==> config.mk <==
export PLATFORM = sky130hd
export DESIGN_NAME = adsp_port
export DESIGN_NICKNAME = d
export VERILOG_FILES = /design/src/pkg/adsp_pkg.sv /design/src/hdl/adsp_port.sv /design/src/hdl/adsp_sync.sv
export SDC_FILE = /design/constraint.sdc
export NUM_CORES = 1
export LEC_CHECK = 0
export BUFFER_PORTS_ARGS = -buffer_cell sky130_fd_sc_hd__buf_2
export CELL_PAD_IN_SITES_DETAIL_PLACEMENT = 0
export CELL_PAD_IN_SITES_GLOBAL_PLACEMENT = 1
export CORE_ASPECT_RATIO = 2
export CORE_MARGIN = 4
export CORE_UTILIZATION = 44
export CTS_BUF_LIST = sky130_fd_sc_hd__clkbuf_2 sky130_fd_sc_hd__clkbuf_4 sky130_fd_sc_hd__clkbuf_8
export CTS_CLUSTER_SIZE = 16
export DETAILED_ROUTE_END_ITERATION = 16
export GPL_TIMING_DRIVEN = 0
export PLACE_DENSITY_LB_ADDON = 0.1
export REMOVE_ABC_BUFFERS = 1
export SYNTH_ARGS = -nofsm -noshare
export SYNTH_HDL_FRONTEND = slang
export SYNTH_SLANG_ARGS = --single-unit
==> constraint.sdc <==
create_clock -name core_clk -period 2.8 [get_ports core_clk]
set_clock_uncertainty 0.1 [all_clocks]
set_input_delay 0.14 -clock core_clk [delete_from_list [all_inputs] [get_ports core_clk]]
set_output_delay 0.14 -clock core_clk [all_outputs]
set_load 0.02 [all_outputs]
==> src/pkg/adsp_pkg.sv <==
`default_nettype none
package adsp_pkg;

    localparam int ADDR_BITS = 8;
    localparam int WORD_MAX = 24;
    localparam int CNT_W = 6;
    localparam logic [CNT_W-1:0] CNT_RESET = 6'h00;
    localparam logic [CNT_W-1:0] HDR_LAST = 6'h08;
    localparam logic [CNT_W-1:0] BITS_W8 = 6'h10;
    localparam logic [CNT_W-1:0] BITS_W16 = 6'h18;
    localparam logic [CNT_W-1:0] BITS_W24 = 6'h20;
    // Falling edges seen before the 9th one
    localparam logic [CNT_W-1:0] FALL_TO_DATA = 6'h08;
    localparam int DIR_BIT = 7;

    typedef enum logic [1:0] {
        ADSP_W8,
        ADSP_W16,
        ADSP_W24
    } adsp_width_t;

    typedef struct packed {
        logic is_read;
        logic [6:0] addr;
    } adsp_hdr_t;

    typedef struct packed {
        logic [CNT_W-1:0] rise_cnt;
        logic [CNT_W-1:0] fall_cnt;
        logic [WORD_MAX-1:0] shin;
        adsp_hdr_t hdr;
        logic data_ph;
        logic rd_load;
        logic [WORD_MAX-1:0] shout;
        logic sdo;
        logic oe;
        logic sclk_d;
        logic wr_stb;
        logic rd_req;
        logic abort;
        logic [WORD_MAX-1:0] wr_data;
    } adsp_state_t;

    function automatic logic [CNT_W-1:0] adsp_frame_bits(adsp_width_t w);
        unique case (w)
            ADSP_W8: adsp_frame_bits = BITS_W8;
            ADSP_W16: adsp_frame_bits = BITS_W16;
            ADSP_W24: adsp_frame_bits = BITS_W24;
            default: adsp_frame_bits = BITS_W24;
        endcase
    endfunction

    function automatic logic [WORD_MAX-1:0] adsp_mask(adsp_width_t w);
        unique case (w)
            ADSP_W8: adsp_mask = 24'h0000FF;
            ADSP_W16: adsp_mask = 24'h00FFFF;
            default: adsp_mask = 24'hFFFFFF;
        endcase
    endfunction

endpackage
`default_nettype wire

==> src/hdl/adsp_port.sv <==
`default_nettype none
// How it works
// RULE1 - Mode 0 target; input bit captured on each rising serial clock edge.
// RULE2 - Read data bit changes on falling serial clock edges only.
// RULE3 - One transaction per continuous chip select low period.
// RULE4 - Data phase is one, two or three bytes by register width.
// RULE5 - Write word executes at rising edge 16, 24 or 32 by width.
// RULE6 - Host aborts by raising chip select before the executing edge.
// RULE7 - Reads and writes do nothing until wakeup has completed.
// RULE8 - While selected, output pin shows the interrupt indication.
// RULE9 - On reads, interrupt shown until 9th falling edge, then read data.
// RULE10 - Host never chains a read and a write in one frame.
// RULE11 - A write aborts any running calibration or conversion.
// RULE12 - Reads never disturb calibration or conversion.
// RULE13 - Address and data shifted most significant bit first.
// RULE14 - Width follows register function; user side reports it per address.
// RULE15 - Address byte top bit: 0 write, 1 read.
// RULE16 - Low seven address bits select register and thus frame length.
// RULE17 - Counters and shift state reset while chip select is high.
// RULE18 - Output pin undriven while chip select is high.
module adsp_port
    import adsp_pkg::*;
(
    input wire logic core_clk,
    input wire logic srst,
    input wire logic sclk,
    input wire logic chip_select_n,
    input wire logic mosi,
    output logic serial_out_irq_pin_o,
    output logic serial_out_irq_pin_oe,
    input wire logic irq_indication_n,
    input wire logic wake_done,
    input wire logic conv_busy,
    output adsp_pkg::adsp_hdr_t acc_hdr,
    input wire adsp_pkg::adsp_width_t acc_width,
    output logic rd_req,
    input wire logic [adsp_pkg::WORD_MAX-1:0] rd_data,
    output logic wr_stb,
    output logic [adsp_pkg::WORD_MAX-1:0] wr_data,
    output logic conv_abort
);
    import adsp_pkg::*;

    ////////////////////////////////////////////////////////////////////////////
    // Pin synchronisers
    logic [2:0] pins_s;
    logic sclk_s;
    logic csn_s;
    logic mosi_s;

    adsp_sync #(
        .W(3),
        .INIT(3'h2)
    ) u_sync (
        .core_clk(core_clk),
        .srst(srst),
        .d({sclk, chip_select_n, mosi}),
        .q(pins_s)
    );

    assign sclk_s = pins_s[2];
    assign csn_s = pins_s[1];
    assign mosi_s = pins_s[0];

    ////////////////////////////////////////////////////////////////////////////
    // State
    adsp_state_t st_r;
    adsp_state_t st_nxt;
    logic rise_w;
    logic fall_w;
    logic [CNT_W-1:0] rise_inc;
    logic [CNT_W-1:0] frame_end;

    assign rise_w = sclk_s && !st_r.sclk_d && !csn_s; // RULE1
    assign fall_w = !sclk_s && st_r.sclk_d && !csn_s; // RULE2
    assign rise_inc = st_r.rise_cnt + 6'h01;
    assign frame_end = adsp_frame_bits(acc_width); // RULE4 RULE14 RULE16

    always_comb begin
        st_nxt = st_r;
        st_nxt.sclk_d = sclk_s;
        st_nxt.wr_stb = 1'b0;
        st_nxt.rd_req = 1'b0;
        st_nxt.abort = 1'b0;
        st_nxt.rd_load = 1'b0;
        if (csn_s) begin
            // Frame boundary; a partial frame is dropped here
            st_nxt.rise_cnt = CNT_RESET; // RULE17 RULE3 RULE6
            st_nxt.fall_cnt = CNT_RESET;
            st_nxt.shin = '0;
            st_nxt.shout = '0;
            st_nxt.data_ph = 1'b0;
            st_nxt.oe = 1'b0; // RULE18
            st_nxt.sdo = 1'b0;
        end else begin
            st_nxt.oe = 1'b1;
            if (rise_w && st_r.rise_cnt < BITS_W24) begin
                st_nxt.rise_cnt = rise_inc;
                st_nxt.shin = {st_r.shin[WORD_MAX-2:0], mosi_s}; // RULE1 RULE13
                if (rise_inc == HDR_LAST) begin
                    st_nxt.hdr.is_read = st_r.shin[DIR_BIT-1]; // RULE15
                    st_nxt.hdr.addr = {st_r.shin[5:0], mosi_s}; // RULE16
                    st_nxt.rd_req = st_r.shin[DIR_BIT-1] && wake_done; // RULE7
                    st_nxt.rd_load = st_r.shin[DIR_BIT-1];
                end
                if (rise_inc == frame_end && !st_r.hdr.is_read && wake_done) begin
                    // Only one execution per frame: count only rises and stops at 32
                    st_nxt.wr_stb = 1'b1; // RULE5 RULE7 RULE10
                    st_nxt.wr_data = {st_r.shin[WORD_MAX-2:0], mosi_s} &
                        adsp_mask(acc_width);
                    st_nxt.abort = conv_busy; // RULE11 RULE12
                end
            end
            if (st_r.rd_load) begin
                // Left-align so the register MSB leaves first
                unique case (acc_width)
                    ADSP_W8: st_nxt.shout = {rd_data[7:0], 16'h0000};
                    ADSP_W16: st_nxt.shout = {rd_data[15:0], 8'h00};
                    ADSP_W24: st_nxt.shout = rd_data;
                endcase
                if (!wake_done) st_nxt.shout = '0; // RULE7
            end
            if (fall_w && st_r.fall_cnt < BITS_W24) begin
                st_nxt.fall_cnt = st_r.fall_cnt + 6'h01;
            end
            if (fall_w && st_r.hdr.is_read &&
                    (st_r.data_ph || st_r.fall_cnt == FALL_TO_DATA) &&
                    st_r.rise_cnt > HDR_LAST) begin
                st_nxt.data_ph = 1'b1; // RULE9
                st_nxt.sdo = st_r.shout[WORD_MAX-1]; // RULE2 RULE13
                st_nxt.shout = {st_r.shout[WORD_MAX-2:0], 1'b0};
            end else if (!st_r.data_ph) begin
                st_nxt.sdo = irq_indication_n; // RULE8
            end
        end
    end

    always_ff @(posedge core_clk) begin
        if (srst) begin
            st_r <= '0;
        end else begin
            st_r <= st_nxt;
        end
    end

    assign serial_out_irq_pin_o = st_r.sdo;
    assign serial_out_irq_pin_oe = st_r.oe;
    assign acc_hdr = st_r.hdr;
    assign rd_req = st_r.rd_req;
    assign wr_stb = st_r.wr_stb;
    assign wr_data = st_r.wr_data;
    assign conv_abort = st_r.abort;

    ////////////////////////////////////////////////////////////////////////////
    // Checks
    property p_capture;
        @(posedge core_clk) disable iff (srst)
        (rise_w && st_r.rise_cnt < BITS_W24) |=> st_r.shin[0] == $past(mosi_s);
    endproperty
    a_capture: assert property (p_capture) else $error("input bit not captured"); // RULE1

    property p_out_fall;
        @(posedge core_clk) disable iff (srst)
        ($past(st_r.data_ph) && st_r.data_ph && !$past(fall_w)) |-> $stable(st_r.sdo);
    endproperty
    a_out_fall: assert property (p_out_fall) else $error("data out moved off fall"); // RULE2

    property p_exec_edge;
        @(posedge core_clk) disable iff (srst)
        st_r.wr_stb |-> (st_r.rise_cnt == $past(frame_end)) && !st_r.hdr.is_read;
    endproperty
    a_exec_edge: assert property (p_exec_edge) else $error("write at wrong edge"); // RULE5

    property p_asleep;
        @(posedge core_clk) disable iff (srst)
        !$past(wake_done) |-> !st_r.wr_stb && !st_r.rd_req;
    endproperty
    a_asleep: assert property (p_asleep) else $error("access before wakeup"); // RULE7

    property p_irq_show;
        @(posedge core_clk) disable iff (srst)
        (!csn_s && !st_r.data_ph && !fall_w) |=> st_r.sdo == $past(irq_indication_n);
    endproperty
    a_irq_show: assert property (p_irq_show) else $error("irq not presented"); // RULE8

    property p_data_switch;
        @(posedge core_clk) disable iff (srst)
        (fall_w && st_r.hdr.is_read && st_r.fall_cnt == FALL_TO_DATA &&
            st_r.rise_cnt > HDR_LAST) |=> st_r.data_ph && st_r.oe;
    endproperty
    a_data_switch: assert property (p_data_switch) else $error("no switch at 9th fall"); // RULE9

    property p_abort;
        @(posedge core_clk) disable iff (srst)
        st_r.wr_stb |-> st_r.abort == $past(conv_busy);
    endproperty
    a_abort: assert property (p_abort) else $error("write did not abort conversion"); // RULE11

    property p_read_quiet;
        @(posedge core_clk) disable iff (srst)
        st_r.hdr.is_read |-> !st_r.abort;
    endproperty
    a_read_quiet: assert property (p_read_quiet) else $error("read aborted conversion"); // RULE12

    property p_idle_reset;
        @(posedge core_clk) disable iff (srst)
        csn_s |=> st_r.rise_cnt == CNT_RESET && !st_r.data_ph && !st_r.oe;
    endproperty
    a_idle_reset: assert property (p_idle_reset) else $error("state kept unselected"); // RULE17

    property p_hiz;
        @(posedge core_clk) disable iff (srst)
        $past(csn_s) |-> !serial_out_irq_pin_oe;
    endproperty
    a_hiz: assert property (p_hiz) else $error("pin driven while deselected"); // RULE18

endmodule // adsp_port
`default_nettype wire

==> src/hdl/adsp_sync.sv <==
`default_nettype none
module adsp_sync #(
    parameter int W = 3,
    parameter logic [W-1:0] INIT = '0
) (
    input wire logic core_clk,
    input wire logic srst,
    input wire logic [W-1:0] d,
    output logic [W-1:0] q
);
    // Refuse an empty synchroniser at elaboration
    if (W < 1) begin : g_bad_w
        $error("adsp_sync: W must be at least 1");
    end

    logic [W-1:0] meta_r;

    // Two flops per bit; the first is read only by the second
    for (genvar i = 0; i < W; i++) begin : g_bit
        always_ff @(posedge core_clk) begin
            if (srst) begin
                meta_r[i] <= INIT[i];
                q[i] <= INIT[i];
            end else begin
                meta_r[i] <= d[i];
                q[i] <= meta_r[i];
            end
        end
    end
endmodule // adsp_sync
`default_nettype wire

==> run_results.csv <==
group,metric,value,unit
status,outcome,"completed",
clocking,clk_latency,0.36,ns
layout,nets,624,
setup_path,critPathArrivalTime,2.78,ns
sta,drv_slew,0,
layout,fillers,1037,
layout,layout_commonest_cell,"dfxtp_1",
worst_hold_path,holdCritStartpoint,"rd_data[9]",
layout,layout_common_cells,"dfxtp_1 (105), nand2_1 (76), buf_2 (70)",
synth,syn_inst,553,
sta,timing.final.crit_share,0.9390,
floorplanning,start_util,0.4528,
grt,grt_use_total,0.1792,
floorplanning,fp-row-count,53,
power_and_ir_drop,ir_drop,0.0002013,V
setup_path,cp_max_fo,51,
grt,grt_pass1_vias,3816,
synth,netlist_area,0.004805,mm^2
clocking,cts_tree,"built",
drt,drc,0,
drt,wire_per_inst,14.98,um
floorplanning,io_pins,71,
setup_path,worstPathBufferInverterCount,1,
drt,dr.pass1.iters,4,
drt,antenna_left,0,
sta,setup_viol,0,
clocking,clock-sinks,105,
synth,yosysWarningCount,0,
power_and_ir_drop,p_total,2.665,mW
clocking,clk_pin_slew_worst_paths,0.10,ns
setup_path,crit_family,"simple AND/OR/NAND/NOR gates",
layout,post-route-cell-area,0.005350,mm^2
synth,yosysTopAreaCellShare,0.4375,
power_and_ir_drop,power_density,498.1,mW/mm^2
sta,worst_slack,0.1708,ns
drt,routed_wl,10860,um
flow_run,cap_violations,0,
placed_design,dp_hpwl,7531,um
setup_path,path_cells,"or2_4 > inv_1 > and3_1 > and3_1 > a211o_1",
worst_hold_path,min_to,"st_r[39]",
synth,synth_area_leaders,"dfxtp_1 (44%), nand2_1 (5.9%), mux2i_1 (5.2%)",
floorplanning,fp.coreArea,0.01061,mm^2
grt,grt_first_pass_wirelength,18140,um
placed_design,pre_cts_ws,-0.6825,ns
synth,yosys.area.top_type,"dfxtp_1",
layout,drive_above_1_share,0.1735,
sta,rsz0062_at_grt,"false",
setup_path,critPathCaptureType,"register",
setup_path,crit_type,"reg -> reg",
setup_path,cp_slowest_cell,"or2_4",
floorplanning,die_height,155.8,um
drt,avgViaCountPerCell,5.297,
layout,insertedDiodeCount,0,
worst_hold_path,min_path_type,"in -> reg",
grt,grt_start_max_net_pins,52,
layout,synthToLayoutAreaGrowth,11.35,%
setup_path,crit_required,2.95,ns
placed_design,placedInstanceArea,0.004947,mm^2
synth,synth.avg_cell_area,8.688,um^2
clocking,htree_levels,3,
power_and_ir_drop,p_leak,2.173,nW
sta,finalHoldViolCount,0,
grt,antenna_found_initial,0,
worst_hold_path,whs_path_depth,3,
setup_path,reg2reg_depth,5,
drt,vias,3840,
clocking,cts_buffers,9,
sta,max_freq,380.3,MHz
clocking,clockRootBuffer,"clkbuf_8",
sta,tightest_slew,1.074,ns
synth,yosysSeqAreaShare,0.4375,
sta,fin_crit,2.629,ns
setup_path,rrSetupSlack,0.17,ns
grt,grt_overflow,0,
synth,synth_cell_types,43,
setup_path,worstSetupStartpointType,"register",
sta,setup_tns,0,ns
setup_path,critPathMaxStageDelay,0.55,ns
floorplanning,dieArea,0.01276,mm^2
drt,initialDrtViolationCount,149,
sta,relSlewSlack,0.2818,
floorplanning,dieWidth,81.89,um
setup_path,reg2reg_from,"u_sync.q[1]",
clocking,clk_path_buf_depth,2,
setup_path,crit_path_frequent_cell,"and3_1",
synth,synth_seq_cells,105,
placed_design,io_buffers,70,
setup_path,r2r_end,"st_r[32]",
placed_design,gp_congestion,0.7774,
-- repair_timing --
item	in CTS	in global routing
gates resized for setup	3	0
buffers inserted	0	3
hold endpoints to repair	15	0
pin swaps	0	1
hold buffers	15	0
setup endpoints to repair	37	20
cloned	0	0
-- per-stage QoR --
| stage | hold WS (ns) | instances | utilization |
|---|---|---|---|
| after global placement | 0.2251 | 689 | 0.4637 |
| after global routing | 0.03396 | 725 | 0.5042 |
| after detailed placement | 0.2326 | 691 | 0.4663 |
| after floorplan | 0.1091 | 482 | - |
| final | 0.01311 | 725 | 0.5042 |
| after CTS | 0.003816 | 722 | 0.5021 |
-- worst max path at each step --
stage | slack [ns] | cells past startpoint | endpoint | from
2_1_floorplan | 0.13 | 5 | wr_data[0] | st_r[99]
3_3_place_gp | -0.67 | 5 | wr_data[0] | st_r[99]
3_5_place_dp | -0.68 | 6 | st_r[33] | srst
4_1_cts | 0.08 | 6 | wr_data[21] | st_r[99]
5_1_grt | 0.02 | 6 | st_r[36] | srst
6_report | 0.17 | 5 | st_r[32] | u_sync.q[1]
-- power breakdown --
| group | internal (mW) | leakage (nW) | switching, mW |
|---|---|---|---|
| Clock | 0.523 | 0.106 | 0.507 |
| Sequential | 1.50 | 0.847 | 0.00365 |
| Combinational | 0.0592 | 1.22 | 0.0748 |
-- routing by layer --
layer,track usage,share of wire
met1,0.1969,0.40
met2,0.3311,0.55
met3,0.03064,0.037
met4,0.06656,0.014
met5,0,0
-- state kept, by name, summed over array words and instances, names as in the netlist --
signal	cells
st_r	62
wr_data	24
acc_hdr	8
u_sync.meta_r	3
u_sync.q	3
conv_abort	1
rd_req	1
serial_out_irq_pin_o	1
serial_out_irq_pin_oe	1
wr_stb	1
-- cells in the mapped netlist (all sizes together) --
cell type,number
a211o,7
a21oi,36
a311oi,8
a31o,1
and2,1
nor2,30
nor3b,1
o2111ai,8
or3,2
a22oi,16
nand3,31
o21ai,11
xor2,4
nand2b,40
and3,19
mux2i,25
or2,4
o221ai,2
nor2b,6
nor4,1
inv,8
a211oi,1
nor3,6
xnor2,6
o211ai,10
ha,7
nand2,76
o31a,1
nand4,1
a31oi,3
dfxtp,105
a41oi,1
nand4bb,1
clkbuf,33
nor4b,3
buf,38
-- final cells by class --
| class | count | area [um^2] | area share |
|---|---|---|---|
| Clock inverter | 5 | 80.08 | 0.01497 |
| Clock buffer | 11 | 138.9 | 0.02596 |
| Tap cell | 137 | 171.4 | 0.03204 |
| Timing Repair Buffer | 90 | 545.5 | 0.1020 |
| Sequential cell | 105 | 2102 | 0.3929 |
| Multi-Input combinational cell | 369 | 2282 | 0.4266 |
| Inverter | 8 | 30.03 | 0.005613 |
-- worst register-to-register path, stage by stage, from the launching register on --
cell	delay [ns]
dfxtp_1	0.45
or2_4	0.55
inv_1	0.46
and3_1	0.34
and3_1	0.29
a211o_1	0.33
-- kinds of logic after synthesis --
group                    Yosys count  share of synthesized area
multiplexers                      25                    0.05208
buffers and inverters             79                    0.09088
flip-flops                       105                     0.4375
XOR/XNOR                          10                    0.01823
AO/OA/AOI/OAI                    105                     0.1461
adder cells (fa/ha/maj)            7                    0.01823
AND/OR/NAND/NOR                  222                     0.2370
Power figures use the tool's default switching activity.
